<file path="config.mk">
export PLATFORM = sky130hd
export DESIGN_NAME = apd_port
export DESIGN_NICKNAME = d
export VERILOG_FILES = /design/src/rtl/apd_pkg.sv /design/src/rtl/apd_port.sv
export SDC_FILE = /design/constraint.sdc
export NUM_CORES = 1
export LEC_CHECK = 0
export ABC_AREA = 1
export BUFFER_PORTS_ARGS = -buffer_cell sky130_fd_sc_hd__buf_2
export CORE_MARGIN = 2
export CORE_UTILIZATION = 56
export DETAILED_ROUTE_END_ITERATION = 10
export HOLD_SLACK_MARGIN = 0.1
export PLACE_DENSITY = 0.83
export SLEW_MARGIN = 10
export SYNTH_ARGS = -nofsm -noshare
export SYNTH_HDL_FRONTEND = slang
export SYNTH_SLANG_ARGS = --single-unit
</file>
<file path="constraint.sdc">
create_clock -name core_clk_in -period 5.55 [get_ports core_clk_in]
set_input_delay 0.8325 -clock core_clk_in [delete_from_list [all_inputs] [get_ports core_clk_in]]
set_output_delay 0.8325 -clock core_clk_in [all_outputs]
set_load 0.01 [all_outputs]
</file>
<file path="src/rtl/apd_pkg.sv">
/*
 * Constants, types and the operation list for the serial command port and
 * power-down manager of a sampling converter.
 * Assumes a single core clock; link pins are sampled by that clock.
 */
package apd_pkg;
    localparam int          CMD_W         = 4;
    localparam int          CFG_W         = 12;
    localparam int          RES_W         = 14;
    localparam logic [3:0]  CMD_WAKE      = 4'hB;
    localparam logic [3:0]  CMD_RD_CFG    = 4'hC;
    localparam logic [3:0]  CMD_RD_DATA   = 4'hD;
    localparam logic [3:0]  CMD_WR_CFG    = 4'hE;
    localparam logic [3:0]  CMD_DEFAULT   = 4'hF;
    localparam logic [11:0] CFG_RESET     = 12'hFFF;
    localparam int          BIT_DEEP      = 2;
    localparam int          BIT_NAP       = 3;
    localparam int          BIT_AUTO_NAP  = 4;
    localparam logic [4:0]  CMD_EDGE      = 5'h04;
    localparam logic [4:0]  WORD_EDGE     = 5'h10;
    localparam logic [4:0]  MAX_EDGE      = 5'h18;
    localparam int          CONV_TICKS    = 18;
    localparam int          NAP_WAKE_TICKS = 3;
    localparam int          CLK_PERIOD_PS = 4000;
    localparam int          DEEP_WAKE_NS  = 1000;
    localparam int          DEEP_WAKE_CYC = (DEEP_WAKE_NS * 1000 + CLK_PERIOD_PS - 1) / CLK_PERIOD_PS;

    typedef enum logic [1:0] {
        PM_RUN  = 2'b00,
        PM_DEEP = 2'b01,
        PM_NAP  = 2'b10,
        PM_AUTO = 2'b11
    } apd_pm_e;

    // Word handed from the frame decoder to the buffer
    typedef struct packed {
        logic [3:0]  cmd;
        logic [11:0] data;
        logic        full;
    } apd_word_s;
endpackage : apd_pkg

</file>
<file path="src/rtl/apd_port.sv">
/*
 * Serial command port and power-down manager.
 * Assumes the serial clock, frame select, data in and conversion start come
 * from outside the core clock domain; the serial clock is at least 4x slower.
 */
`timescale 1ns/1ps
module apd_port #(
    parameter int DEEP_WAKE = apd_pkg::DEEP_WAKE_CYC
) (
    input  wire logic                      core_clk_in,       // Core clock 250 MHz
    input  wire logic                      rst_in,            // Async reset, high
    input  wire logic                      sclk_in,           // Serial clock pin
    input  wire logic                      frame_select_n_in, // Frame select, low active
    input  wire logic                      sdi_in,            // Serial data in
    input  wire logic                      conversion_start_n_in, // Conversion start, low active
    input  wire logic                      conversion_clock_tick_in, // One pulse per conversion clock
    input  wire logic [apd_pkg::RES_W-1:0] result_in,         // Latched conversion result
    output logic                           sdo_out,           // Serial data out
    output logic                           sdo_oe_out,        // Data out driven
    output logic [apd_pkg::CFG_W-1:0]      cfg_out,           // Configuration word
    output logic                           channel_out,       // Selected input
    output logic                           converting_out,    // Conversion busy
    output logic                           powered_down_out,  // Any power-down active
    output logic                           osc_off_out,       // Oscillator stopped (deep)
    output logic                           ready_out          // Wake period over
);
    // Two-stage synchronisers on the serial clock, frame select, data in and conversion start pins
    logic [3:0] s1_q;
    logic [3:0] s2_q;
    logic       sclk_prev_q;
    logic       fs_prev_q;
    logic       cs_prev_q;
    always_ff @(posedge core_clk_in or posedge rst_in)
    begin
        if (rst_in)
        begin
            s1_q        <= 4'hF;
            s2_q        <= 4'hF;
            sclk_prev_q <= 1'b1;
            fs_prev_q   <= 1'b1;
            cs_prev_q   <= 1'b1;
        end
        else
        begin
            s1_q        <= {conversion_start_n_in, sdi_in, frame_select_n_in, sclk_in};
            s2_q        <= s1_q;
            sclk_prev_q <= s2_q[0];
            fs_prev_q   <= s2_q[1];
            cs_prev_q   <= s2_q[3];
        end
    end

    logic sclk_fall;
    logic fs_fall;
    logic cs_fall;
    logic frame_on;
    assign frame_on  = ~s2_q[1];
    assign sclk_fall = sclk_prev_q & ~s2_q[0] & frame_on;
    assign fs_fall   = fs_prev_q & ~s2_q[1];
    assign cs_fall   = cs_prev_q & ~s2_q[3];

    // Frame shifter: edge count and input word
    // The count stops at 24, so an overlong frame never reaches edge 4 or 16
    // a second time and cannot post a stray command
    logic [4:0]  edge_q;
    logic [15:0] shin_q;
    logic [15:0] shin_d;
    assign shin_d = {shin_q[14:0], s2_q[2]};
    always_ff @(posedge core_clk_in or posedge rst_in)
    begin
        if (rst_in)
        begin
            edge_q <= 5'h00;
            shin_q <= 16'h0000;
        end
        else if (fs_fall)
        begin
            edge_q <= 5'h00;
            shin_q <= 16'h0000;
        end
        else if (sclk_fall && edge_q != apd_pkg::MAX_EDGE)
        begin
            edge_q <= edge_q + 5'h01;
            shin_q <= shin_d;
        end
    end

    // Frame decoder posts words; a command at edge 4, a write at edge 16
    logic            cmd_ev;
    logic            word_ev;
    apd_pkg::apd_word_s in_word;
    assign cmd_ev  = sclk_fall && (edge_q + 5'h01) == apd_pkg::CMD_EDGE;
    assign word_ev = sclk_fall && (edge_q + 5'h01) == apd_pkg::WORD_EDGE
                     && shin_q[14:11] == apd_pkg::CMD_WR_CFG;
    assign in_word.cmd  = word_ev ? shin_q[14:11] : shin_d[3:0];
    assign in_word.data = {shin_q[10:0], s2_q[2]};
    assign in_word.full = word_ev;

    // Two-entry buffer between decoder and executor
    // A word that meets a full buffer is dropped; frames are far slower than
    // the executor, so only a long run of stalls could fill it
    apd_pkg::apd_word_s buf_q [2];
    logic [1:0] cnt_q;
    logic       rd_ptr_q;
    logic       wr_ptr_q;
    logic       in_valid;
    logic       in_ready;
    logic       out_valid;
    logic       out_ready;
    assign in_valid  = cmd_ev | word_ev;
    assign in_ready  = cnt_q != 2'h2;
    assign out_valid = cnt_q != 2'h0;
    always_ff @(posedge core_clk_in or posedge rst_in)
    begin
        if (rst_in)
        begin
            cnt_q    <= 2'h0;
            rd_ptr_q <= 1'b0;
            wr_ptr_q <= 1'b0;
            buf_q[0] <= '0;
            buf_q[1] <= '0;
        end
        else
        begin
            if (in_valid && in_ready)
            begin
                buf_q[wr_ptr_q] <= in_word;
                wr_ptr_q        <= ~wr_ptr_q;
            end
            if (out_valid && out_ready)
                rd_ptr_q <= ~rd_ptr_q;
            cnt_q <= cnt_q + {1'b0, in_valid && in_ready} - {1'b0, out_valid && out_ready};
        end
    end

    // Conversion state, declared here because the executor watches it
    logic       conv_q;
    logic [4:0] conv_cnt_q;
    logic       end_conv;
    assign end_conv = conv_q && conversion_clock_tick_in && conv_cnt_q == 5'h01;

    // Command decodes shared by the config and power-state logic
    function automatic logic cmd_is_wake(input logic [3:0] code);
        return code == apd_pkg::CMD_WAKE;
    endfunction : cmd_is_wake

    // Codes 0..7 (channel selects and unused low codes), default and wake all end an auto-nap
    function automatic logic cmd_wakes_auto(input logic [3:0] code);
        return code[3] == 1'b0 || code == apd_pkg::CMD_DEFAULT || cmd_is_wake(code);
    endfunction : cmd_wakes_auto

    apd_pkg::apd_word_s ex;
    assign ex        = buf_q[rd_ptr_q];
    // Executor stalls on the last conversion tick, so that a wake command
    // and the auto-nap entry never land in the same cycle
    assign out_ready = ~end_conv;

    // Configuration word; power-down never writes it here
    logic [apd_pkg::CFG_W-1:0] cfg_q;
    logic                      chan_q;
    logic                      take;
    assign take = out_valid && out_ready;
    always_ff @(posedge core_clk_in or posedge rst_in)
    begin
        if (rst_in)
        begin
            cfg_q  <= apd_pkg::CFG_RESET;
            chan_q <= 1'b0;
        end
        else if (take)
        begin
            if (ex.full)
                cfg_q <= ex.data;
            else if (ex.cmd == apd_pkg::CMD_DEFAULT)
                cfg_q <= apd_pkg::CFG_RESET;
            else if (cmd_is_wake(ex.cmd))
            begin
                cfg_q[apd_pkg::BIT_DEEP] <= 1'b1;
                cfg_q[apd_pkg::BIT_NAP]  <= 1'b1;
            end
            else if (ex.cmd[3:1] == 3'b000)
                chan_q <= ex.cmd[0];
            // Codes 2..7, reserved and read codes change nothing here
        end
    end

    // Power state
    // Commands wake through the executor; the start pin wakes auto-nap directly
    logic wake_cmd;
    logic auto_wake;
    assign wake_cmd  = take && !ex.full && cmd_is_wake(ex.cmd);
    assign auto_wake = take && !ex.full && cmd_wakes_auto(ex.cmd);
    apd_pkg::apd_pm_e pm_q;
    always_ff @(posedge core_clk_in or posedge rst_in)
    begin
        if (rst_in)
            pm_q <= apd_pkg::PM_RUN;
        else
        begin
            case (pm_q)
                apd_pkg::PM_RUN:
                begin
                    if (!cfg_q[apd_pkg::BIT_DEEP])
                        pm_q <= apd_pkg::PM_DEEP;
                    else if (!cfg_q[apd_pkg::BIT_NAP])
                        pm_q <= apd_pkg::PM_NAP;
                    else if (end_conv && !cfg_q[apd_pkg::BIT_AUTO_NAP])
                        pm_q <= apd_pkg::PM_AUTO;
                end
                apd_pkg::PM_DEEP:
                    if (cfg_q[apd_pkg::BIT_DEEP] || wake_cmd)
                        pm_q <= apd_pkg::PM_RUN;
                apd_pkg::PM_NAP:
                    if (cfg_q[apd_pkg::BIT_NAP] || wake_cmd)
                        pm_q <= apd_pkg::PM_RUN;
                apd_pkg::PM_AUTO:
                    if (cfg_q[apd_pkg::BIT_AUTO_NAP] || auto_wake || cs_fall)
                        pm_q <= apd_pkg::PM_RUN;
                default:
                    pm_q <= apd_pkg::PM_RUN;
            endcase
        end
    end

    // Wake timer: ticks for nap, core cycles for deep
    // Deep wake is counted in core cycles, so DEEP_WAKE must follow the core
    // clock; nap wake follows the conversion clock whatever its rate
    logic [15:0] wake_q;
    logic        wake_tick;
    logic        deep_wake_q;
    assign wake_tick = (pm_q == apd_pkg::PM_RUN) && wake_q != 16'h0000
                       && (deep_wake_q || conversion_clock_tick_in);
    always_ff @(posedge core_clk_in or posedge rst_in)
    begin
        if (rst_in)
        begin
            wake_q      <= 16'h0000;
            deep_wake_q <= 1'b0;
        end
        else if (pm_q == apd_pkg::PM_DEEP)
        begin
            wake_q      <= 16'(DEEP_WAKE);
            deep_wake_q <= 1'b1;
        end
        else if (pm_q != apd_pkg::PM_RUN)
        begin
            wake_q      <= 16'(apd_pkg::NAP_WAKE_TICKS);
            deep_wake_q <= 1'b0;
        end
        else if (wake_tick)
            wake_q <= wake_q - 16'h0001;
    end

    // Conversion: aborted by nap or deep, held off while waking
    // Abort follows the config bits, so it lands in the same cycle as the power state change
    logic start_pend_q;
    always_ff @(posedge core_clk_in or posedge rst_in)
    begin
        if (rst_in)
        begin
            conv_q       <= 1'b0;
            conv_cnt_q   <= 5'h00;
            start_pend_q <= 1'b0;
        end
        else if (pm_q == apd_pkg::PM_DEEP || pm_q == apd_pkg::PM_NAP
                 || !cfg_q[apd_pkg::BIT_DEEP] || !cfg_q[apd_pkg::BIT_NAP])
        begin
            conv_q       <= 1'b0;
            start_pend_q <= 1'b0;
        end
        else if ((cs_fall || start_pend_q) && !conv_q)
        begin
            if (pm_q == apd_pkg::PM_RUN && wake_q == 16'h0000)
            begin
                conv_q       <= 1'b1;
                conv_cnt_q   <= 5'(apd_pkg::CONV_TICKS);
                start_pend_q <= 1'b0;
            end
            else
                start_pend_q <= 1'b1;
        end
        else if (conv_q && conversion_clock_tick_in)
        begin
            conv_cnt_q <= conv_cnt_q - 5'h01;
            if (conv_cnt_q == 5'h01)
                conv_q <= 1'b0;
        end
    end

    // Output shifter: result MSB at frame start, read-config puts cfg below
    // The four result MSBs leave before the config word replaces them
    logic [15:0] shout_q;
    logic        rd_cfg_q;
    always_ff @(posedge core_clk_in or posedge rst_in)
    begin
        if (rst_in)
        begin
            shout_q  <= 16'h0000;
            rd_cfg_q <= 1'b0;
        end
        else if (fs_fall)
        begin
            shout_q  <= {result_in, 2'b00};
            rd_cfg_q <= 1'b0;
        end
        else if (sclk_fall)
        begin
            if (cmd_ev && shin_d[3:0] == apd_pkg::CMD_RD_CFG && !rd_cfg_q)
            begin
                shout_q  <= {cfg_q, 4'h0};
                rd_cfg_q <= 1'b1;
            end
            else
                shout_q <= {shout_q[14:0], 1'b0};
        end
    end

    // Registered outputs
    // Status lags its state by one cycle; every output leaves a flip-flop
    always_ff @(posedge core_clk_in or posedge rst_in)
    begin
        if (rst_in)
        begin
            sdo_out          <= 1'b0;
            sdo_oe_out       <= 1'b0;
            cfg_out          <= apd_pkg::CFG_RESET;
            channel_out      <= 1'b0;
            converting_out   <= 1'b0;
            powered_down_out <= 1'b0;
            osc_off_out      <= 1'b0;
            ready_out        <= 1'b1;
        end
        else
        begin
            sdo_out          <= shout_q[15];
            sdo_oe_out       <= frame_on;
            cfg_out          <= cfg_q;
            channel_out      <= chan_q;
            converting_out   <= conv_q;
            powered_down_out <= pm_q != apd_pkg::PM_RUN;
            osc_off_out      <= pm_q == apd_pkg::PM_DEEP;
            ready_out        <= pm_q == apd_pkg::PM_RUN && wake_q == 16'h0000;
        end
    end
endmodule : apd_port

</file>
==> reports/results.ini, run 1 <==
[critical_path]
crit_path_start = s2_q[1]$_DFF_PP1_
rr_startpoint = s2_q[1]$_DFF_PP1_
crit_fanout = 27
setup.worst_path.end_class = flop
cp.required_ns = 5.88
cp.arrival_ns = 3.22
start_kind = flop
crit_type = flop to flop

[die]
io_pins = 40
die_y_um = 114
fp.coreArea_um2 = 11900
die-area_um2 = 12900
initial_utilization_pct = 56.8
fp-row-count = 40
die_w_um = 114

[timing]
worst_pin_slew_ns = 0.978
slew_viol_final = 0
period_minus_slack_ns = 2.89
rsz0062_at_grt = no
holdWs_ns = 0.354
fmax_ghz = 0.346
slew_headroom_pct = 34.7
setup_slack_ns = 2.66
hold_viol = 0
finalCritPeriodShare_pct = 52.0
fin_skew_ns = 0.0101
setup_viol = 0
setup_tns_ns = 0

[clock_tree]
clk_path_buf_depth = 2
cts.hold.buffers_added = 0
cts_tree = yes
path_clk_slew_ns = 0.06
clk_latency_ns = 0.43
htreeDepth = 4
cts_root_buf = clkbuf_16
cts_sinks = 142
cts_resized = 0
numCtsBuffers = 17
cts_setup_buffers = 0

[routing]
vias_per_cell = 5.41
drc = 0
via_count = 5219
drt-wirelength-per-cell_um = 14.2
dr.first_iter.drc_count = 488
ant_nets = 0
routed_wl_um = 13700
drt-pass1-iter-count = 5

[global_routing]
grt_pass1_vias = 4852
grt_pass1_wl_um = 23200
grt_max_degree = 99
grt_usage_pct = 22.7
grt_use_met2_pct = 35.2
use_met1_pct = 30.9
busiest_layer = met2
met3_usage_pct = 5.21
overflow = 0
antenna_found_initial = 0

[placed_design]
finalWeightedCongestion = 0.912
dp_hpwl_um = 9180
place_area_um2 = 6990
dp_slack_ns = 2.72
io_buffers = 39
dpl.cell_count = 933

[synth]
synth_top_family_by_area = simple AND/OR/NAND/NOR gates
syn_area_per_cell_um2 = 8.74
yosysSeqAreaShare_pct = 53.4
synthCells = 771
synth-compound-area-share_pct = 10.9
synth_xor_area_share_pct = 1.56
ys_types = 36
ys_ff_latch = 142
synth_area_um2 = 6740
synthAdderAreaFrac_pct = 2.60
synthMuxAreaShare_pct = 0
synth_nets = 806
synth-simple-area-share_pct = 25.1
yosys_warnings = 0

[hold_path]
hold_class = flop to flop
worstHoldStart = s1_q[2]$_DFF_PP1_

[cells_and_area]
final_nets = 840
syn_to_final_growth_pct = 12.5
final_layout_size_suffix_gt1_share_pct = 21.3
fin_area_um2 = 7580
final_cells = 965
n_antenna_cell = 0

[pwr]
max-vdd-ir-drop_mv = 0.226
leakagePower_nw = 3.63
powerDensity_nw_per_um2 = 398

[run]
cap_viol_max_count = 0

[outcome]
status = completed

==> worst paths after layout <==
path | endpoint | slack, ns | cells past startpoint
min in group asynchronous | shout_q[9]$_DFFE_PP0P_ | 0.58 | 2
max in group asynchronous | s2_q[3]$_DFF_PP1_ | 3.87 | 3
hold reg to reg | s2_q[2]$_DFF_PP1_ | 0.35 | 0
setup reg to reg | shin_q[9]$_DFFE_PP0P_ | 2.66 | 7
setup / recovery | shin_q[9]$_DFFE_PP0P_ | 2.66 | 7
hold / removal | s2_q[2]$_DFF_PP1_ | 0.35 | 0
==> worst max-delay path: stages (launching register included) <==
cell and delay (ns):
dfstp_2 0.54, inv_1 0.06, nand2_1 0.55, inv_1 0.26
nor2_2 0.82, nor2_1 0.12, buf_4 0.25, o22ai_1 0.18
==> cell usage after synthesis <==
library cell / number / area (um2)
nand2_1: 213 / 800
dfrtp_1: 106 / 2650
nor2_1: 77 / 289
inv_1: 67 / 251
nand3_1: 40 / 200
dfstp_2: 36 / 946
o21ai_2: 34 / 298
o21ai_0: 31 / 155
a21oi_1: 22 / 110
nand4_1: 19 / 119
o22ai_1: 18 / 113
ha_1: 14 / 175
nand2_2: 13 / 81.3
clkbuf_1: 12 / 45.0
nor3_1: 10 / 50.1
buf_2: 7 / 35.0
buf_6: 6 / 67.6
inv_2: 6 / 22.5
o21ai_1: 6 / 30.0
xnor2_1: 6 / 52.6
xor2_1: 6 / 52.6
or2_2: 4 / 25.0
nand3_4: 3 / 52.6
nor2_2: 3 / 18.8
a21boi_0: 1 / 7.51
a22o_1: 1 / 8.76
and2_1: 1 / 6.26
and3_1: 1 / 6.26
buf_1: 1 / 3.75
buf_4: 1 / 7.51
nand2_4: 1 / 11.3
nand3_2: 1 / 10.0
nor2_4: 1 / 11.3
nor4_2: 1 / 12.5
o211ai_1: 1 / 7.51
o21bai_1: 1 / 7.51
==> cell usage in the layout, fill, tap and decap left out, drive strengths merged <==
| cell type | instances |
|---|---|
| xor2 | 6 |
| nor4 | 1 |
| or2 | 4 |
| nand2 | 227 |
| a21boi | 1 |
| a21oi | 22 |
| clkinvlp | 1 |
| a22o | 1 |
| o21bai | 1 |
| dfrtp | 106 |
| and2 | 1 |
| xnor2 | 6 |
| inv | 73 |
| ha | 14 |
| dfstp | 36 |
| nand4 | 19 |
| o211ai | 1 |
| nor3 | 10 |
| bufinv | 3 |
| clkinv | 6 |
| nand3 | 44 |
| o21ai | 71 |
| o22ai | 18 |
| clkbuf | 22 |
| and3 | 1 |
| nor2 | 81 |
| buf | 42 |
==> power breakdown <==
part	internal [mW]	switching (mW)	leakage (nW)
Clock	0.717	0.421	0.288
Sequential	1.16	0.109	1.79
Combinational	0.216	0.395	1.56
==> flip-flops by register name, indices dropped and copies added (netlist names), 2 cells and up <==
| register | flops |
|---|---|
| buf_q | 34 |
| cfg_out | 12 |
| cfg_q | 12 |
| cnt_q | 2 |
| conv_cnt_q | 5 |
| edge_q | 5 |
| pm_q | 2 |
| s1_q | 4 |
| s2_q | 4 |
| shin_q | 15 |
| shout_q | 14 |
| wake_q | 16 |
==> final cells by class <==
cell class                      count  area (um2)
Fill cell                         944        4280
Sequential cell                   142        3600
Multi-Input combinational cell    529        2710
Clock buffer                       22         454
Inverter                           73         279
Timing Repair Buffer               42         218
Tap cell                          147         184
Clock inverter                     10         139
==> stage by stage <==
stage / util [%] / total power [mW]
2_1_floorplan: - / 1.74
3_3_place_gp: 58.9 / 1.86
3_5_place_dp: 58.9 / 1.88
4_1_cts: 63.9 / 3.03
5_1_grt: 63.9 / 3.19
6_report: 63.9 / 3.02
==> cell families after synthesis <==
family	after synthesis
compound gates	115
xor+xnor	12
fa+ha+maj	14
flops	142
buf+inv	100
simple gates	388
==> layer usage <==
layer	share of wire, %	routed length, um
met1	46	6220
met2	48	6550
met3	4.0	547
met4	2.6	353
met5	0	0
(Power assumes the default switching activity.)
==> inputs of run 2 (changes only) <==
clock period = 2.87 ns   (was 5.55 ns; I/O delays follow)
==> reports/results.ini, run 2 (same netlist as run 1, synthesis figures left out) <==
[critical_path]
critPathSlowestCell = dfrtp_1
crit_chain = ha_1, nand2_1, nand2_2, nor2_2, nand2_1, nor2_4, inv_2, nand2_4, nand3_4, nand2_1, o21ai_2
crit_fanout = 35  ; +30%
cp_top_family = simple AND/OR/NAND/NOR gates
setup.worst_path.end_class = flop
r2r_setup_slack_ns = 0.52  ; -2.14 ns
rr_worst_depth = 11  ; +4
crit_type = flop to flop
start_kind = flop
r2r_end = buf_q[30]$_DFFE_PP0P_
rr_startpoint = edge_q[0]$_DFFE_PP0P_
slowest_delay_ns = 0.42  ; -0.40 ns
worst-path-buf-inv = 1  ; -2
cp.arrival_ns = 2.65  ; -0.57 ns
cp.required_ns = 3.17  ; -2.71 ns
crit_path_frequent_cell = nand2_1

[timing]
setup_slack_ns = 0.521  ; -2.14 ns
hold_viol = 0  ; unchanged
setup_viol = 0  ; unchanged
period_minus_slack_ns = 2.35  ; -0.539 ns
slew_headroom_pct = 57.4  ; +23 points
fin_skew_ns = 0.00811  ; -0.00201 ns
holdWs_ns = 0.0802  ; -0.274 ns
finalCritPeriodShare_pct = 81.9  ; +30 points
fmax_ghz = 0.426  ; +23%
rsz0062_at_grt = no
worst_pin_slew_ns = 0.638  ; -0.340 ns
slew_viol_final = 0  ; unchanged
setup_tns_ns = 0  ; unchanged

[clock_tree]
clk_path_buf_depth = 2  ; unchanged
cts_root_buf = clkbuf_16
clk_latency_ns = 0.43  ; about the same
cts_tree = yes
path_clk_slew_ns = 0.06  ; about the same
numCtsBuffers = 17  ; unchanged
cts_sinks = 142  ; unchanged
cts_setup_buffers = 0  ; unchanged
htreeDepth = 4  ; unchanged

[global_routing]
grt_pass1_vias = 4951  ; +2.0%
overflow = 0  ; unchanged
grt_max_degree = 66  ; -33%
grt_usage_pct = 23.2  ; +0.55 points
grt_pass1_wl_um = 23700  ; +2.2%
antenna_found_initial = 0  ; unchanged

[pwr]
max-vdd-ir-drop_mv = 0.445  ; +97%
leakagePower_nw = 3.70  ; +1.8%
finalPower_mw = 5.92  ; +96%
powerDensity_nw_per_um2 = 768  ; +93%

[routing]
drt-wirelength-per-cell_um = 14.1  ; -0.52%
drt-pass1-iter-count = 5  ; unchanged
via_count = 5217  ; -0.038%
dr.first_iter.drc_count = 433  ; -11%
vias_per_cell = 5.34  ; -1.3%
routed_wl_um = 13800  ; +0.72%
ant_nets = 0  ; unchanged
drc = 0  ; unchanged

[die]
die_y_um = 114  ; unchanged
fp.coreArea_um2 = 11900  ; unchanged
fp-row-count = 40  ; unchanged
die-area_um2 = 12900  ; unchanged
die_w_um = 114  ; unchanged
io_pins = 40  ; unchanged
initial_utilization_pct = 56.8  ; unchanged

[placed_design]
dpl.cell_count = 941  ; +0.86%
dp_slack_ns = 0.554  ; -2.16 ns
dp_hpwl_um = 9260  ; +0.87%
io_buffers = 39  ; unchanged
finalWeightedCongestion = 0.890  ; -2.4%

[cells_and_area]
largest_register = buf_q
layout_common_cells = nand2_1, dfrtp_1, nor2_1, inv_1, nand3_1
n_antenna_cell = 0  ; unchanged
final_cells = 977  ; +1.2%
layout_commonest_cell = nand2_1
largest_reg_flops = 34  ; unchanged
final_layout_size_suffix_gt1_share_pct = 22.3  ; +1.0 points
syn_to_final_growth_pct = 14.5
final_nets = 852  ; +1.4%
top_regs = buf_q x34, wake_q x16, shin_q x15

[hold_path]
hold_class = input port to asynchronous set/reset pin

[run]
cap_viol_max_count = 0  ; unchanged

[outcome]
status = completed

## run 2: changes by cell type in the layout (fill, tap and decap cells not counted), sizes merged
cell,change
clkinv,+1
dlygate4sd3,+4
clkinvlp,+1
buf,+8
clkbuf,-2
## run 2: what timing repair did
action | 4_1_cts | 5_1_grt
endpoints found under the setup margin | 0 | 0
hold buffers | 4 | 0
gates resized for setup | 0 | 0
endpoints found under the hold margin | 4 | 0
## run 2: worst reg2reg max path: stages, from the launching register on
cell	delay, ns
dfrtp_1	0.42
ha_1	0.26
nand2_1	0.09
nand2_2	0.08
nor2_2	0.08
nand2_1	0.09
nor2_4	0.29
inv_2	0.08
nand2_4	0.11
nand3_4	0.42
nand2_1	0.23
o21ai_2	0.07
## run 2: how the worst max path moves through the flow
stage	from	slack, ns	cells past startpoint	endpoint
floorplan	rst_in	0.69	1	buf_q[0]$_DFFE_PP0P_
global placement	edge_q[0]$_DFFE_PP0P_	0.65	11	buf_q[30]$_DFFE_PP0P_
CTS	edge_q[0]$_DFFE_PP0P_	0.52	11	buf_q[30]$_DFFE_PP0P_
global route	edge_q[1]$_DFFE_PP0P_	0.26	12	buf_q[30]$_DFFE_PP0P_
detailed placement	edge_q[0]$_DFFE_PP0P_	0.55	11	buf_q[30]$_DFFE_PP0P_
finish	edge_q[0]$_DFFE_PP0P_	0.52	11	buf_q[30]$_DFFE_PP0P_
## run 2: area by class of cell
| cell class | count | area (um2) |
|---|---|---|
| Multi-Input combinational cell | 529 | 2710 |
| Inverter | 73 | 278 |
| Clock inverter | 12 | 160 |
| Sequential cell | 142 | 3600 |
| Clock buffer | 20 | 457 |
| Tap cell | 147 | 184 |
| Fill cell | 921 | 4140 |
| Timing Repair Buffer | 54 | 330 |
## run 2: layer usage
| metal | global-route usage [%] | up-vias | part of all wire (%) |
|---|---|---|---|
| met1 | 31.1 | 2488 | 45 |
| met2 | 37.4 | 114 | 49 |
| met4 | 8.86 | 0 | 2.0 |
| met3 | 5.10 | 26 | 3.7 |
| li1 | - | 2589 | - |
| met5 | 0 | - | 0 |
## run 2: through the flow
stage	utilization (%)	area, um2
2_1_floorplan	-	6750
3_3_place_gp	59.5	7060
3_5_place_dp	59.5	7060
4_1_cts	65.1	7720
5_1_grt	65.1	7720
6_report	65.1	7720
## run 2: report_power, final
| group | switching (mW) | leakage, nW | internal, mW |
|---|---|---|---|
| Combinational | 0.795 | 1.61 | 0.440 |
| Sequential | 0.185 | 1.79 | 2.24 |
| Clock | 0.844 | 0.301 | 1.42 |
==> inputs of run 3 (changes only) <==
clock period = 2.4 ns   (was 2.87 ns; I/O delays follow)
==> reports/results.ini, run 3 (same netlist as run 1, synthesis figures left out) <==
[outcome]
status = completed

[clock_tree]
cts_sinks = 142  ; unchanged
htreeDepth = 4  ; unchanged
cts_tree = yes
path_clk_slew_ns = 0.06  ; about the same
clk_latency_ns = 0.43  ; about the same
cts_root_buf = clkbuf_16
cts.hold.buffers_added = 5  ; +1
cts_setup_buffers = 0  ; unchanged
cts_resized = 0  ; unchanged
numCtsBuffers = 17  ; unchanged
clk_path_buf_depth = 2  ; unchanged

[routing]
wl_met1_um = 6360  ; +1.9%
drc = 0  ; unchanged
vias_per_cell = 5.30  ; -0.73%
drt-pass1-iter-count = 6  ; +1
wl_met3_um = 599  ; +18%
routed_wl_um = 13900  ; +0.89%
dr.first_iter.drc_count = 457  ; +5.5%
ant_nets = 0  ; unchanged
via_count = 5216  ; -0.019%
highest_layer = met4
drt-wirelength-per-cell_um = 14.1  ; +0.17%
wl_met2_um = 6620  ; -2.0%

[pwr]
max-vdd-ir-drop_mv = 0.575  ; +29%
finalPower_mw = 6.95  ; +17%
leakagePower_nw = 3.71  ; +0.28%
powerDensity_nw_per_um2 = 896  ; +17%

[cells_and_area]
top_regs = buf_q x34, wake_q x16, shin_q x15
largest_reg_flops = 34  ; unchanged
layout_common_cells = nand2_1, dfrtp_1, nor2_1, inv_1, nand3_1
layout_commonest_cell = nand2_1
fin_util_pct = 65.4  ; +0.32 points
n_antenna_cell = 0  ; unchanged
syn_to_final_growth_pct = 15.0
final_layout_size_suffix_gt1_share_pct = 22.7  ; +0.41 points
final_nets = 859  ; +0.82%
largest_register = buf_q

[hold_path]
hold_class = input port to flop
worstHoldStart = result_in[0]

[timing]
worst_pin_slew_ns = 0.584  ; -0.0540 ns
finalCritPeriodShare_pct = 92.7  ; +11 points
rsz0062_at_grt = no
fmax_ghz = 0.450  ; +5.6%
slew_viol_final = 0  ; unchanged
setup_slack_ns = 0.175  ; -0.345 ns
hold_viol = 0  ; unchanged
period_minus_slack_ns = 2.22  ; -0.125 ns
setup_tns_ns = 0  ; unchanged
setup_viol = 0  ; unchanged
fin_skew_ns = 0.00833  ; +0.000219 ns
slew_headroom_pct = 61.0  ; +3.6 points

[critical_path]
setup.worst_path.end_class = flop
crit_type = flop to flop
cp.arrival_ns = 2.54  ; -0.11 ns
crit_fanout = 7  ; -80%
start_kind = flop
cp.required_ns = 2.71  ; -0.46 ns
r2r_setup_slack_ns = 0.18  ; -0.35 ns
crit_path_start = edge_q[0]$_DFFE_PP0P_
rr_startpoint = edge_q[0]$_DFFE_PP0P_

[die]
fp.coreArea_um2 = 11900  ; unchanged
io_pins = 40  ; unchanged
initial_utilization_pct = 56.8  ; unchanged
die_w_um = 114  ; unchanged
die_y_um = 114  ; unchanged
fp-row-count = 40  ; unchanged
die-area_um2 = 12900  ; unchanged

[global_routing]
antenna_found_initial = 0  ; unchanged
grt_pass1_vias = 4939  ; -0.24%
overflow = 0  ; unchanged
grt_usage_pct = 23.1  ; -0.15 points
grt_max_degree = 63  ; -4.5%
grt_pass1_wl_um = 23500  ; -0.96%

[placed_design]
dp_hpwl_um = 9170  ; -1.0%
finalWeightedCongestion = 0.899  ; +0.93%
dp_slack_ns = 0.185  ; -0.369 ns
io_buffers = 39  ; unchanged

[run]
cap_viol_max_count = 0  ; unchanged

==> run 3: stage by stage <==
step / cells / hold WS [ns] / area (um2)
floorplan: 771 / 0.345 / 6750
global placement: 947 / 0.346 / 7130
detailed placement: 947 / 0.349 / 7130
CTS: 984 / 0.145 / 7750
global route: 984 / 0.149 / 7750
finish: 984 / 0.157 / 7750
==> run 3: worst paths after layout <==
path,endpoint,cells past startpoint
setup / recovery,cnt_q[1]$_DFF_PP0_,13
hold / removal,shout_q[2]$_DFFE_PP0P_,2
setup reg to reg,cnt_q[1]$_DFF_PP0_,13
hold reg to reg,s2_q[0]$_DFF_PP1_,0
max in group asynchronous,cfg_q[11]$_DFFE_PP1P_,4
min in group asynchronous,conv_cnt_q[2]$_DFFE_PP0P_,3
==> run 3: cell type report <==
type                    instances  area [um2]
clock buffers                  23         488
clock inverters                 9        86.3
fillers                       912        4110
inverters                      73         278
multi-input cells             529        2710
flip-flops and latches        142        3600
well taps                     147         184
repair buffers                 61         410
==> run 3: worst max-delay path: stages, from the launching register on <==
cell,delay (ns)
dfrtp_1,0.42
ha_1,0.26
inv_1,0.06
nand2_1,0.06
nand2_2,0.08
nand2_1,0.06
nor2_2,0.15
nand3_4,0.15
nand2_4,0.12
nand2_1,0.09
ha_1,0.30
inv_1,0.05
ha_1,0.18
xnor2_1,0.12
==> run 3: per-layer routing <==
| layer | vias to the layer above | GRT usage [%] |
|---|---|---|
| met4 | 0 | 9.67 |
| met1 | 2458 | 31.0 |
| met3 | 29 | 5.84 |
| li1 | 2591 | - |
| met5 | - | 0 |
| met2 | 138 | 36.0 |
==> run 3: where the power goes <==
group	internal, mW	leakage (nW)	switching, mW
clock	1.53	0.267	0.990
combinational	0.560	1.66	0.948
sequential	2.68	1.79	0.233
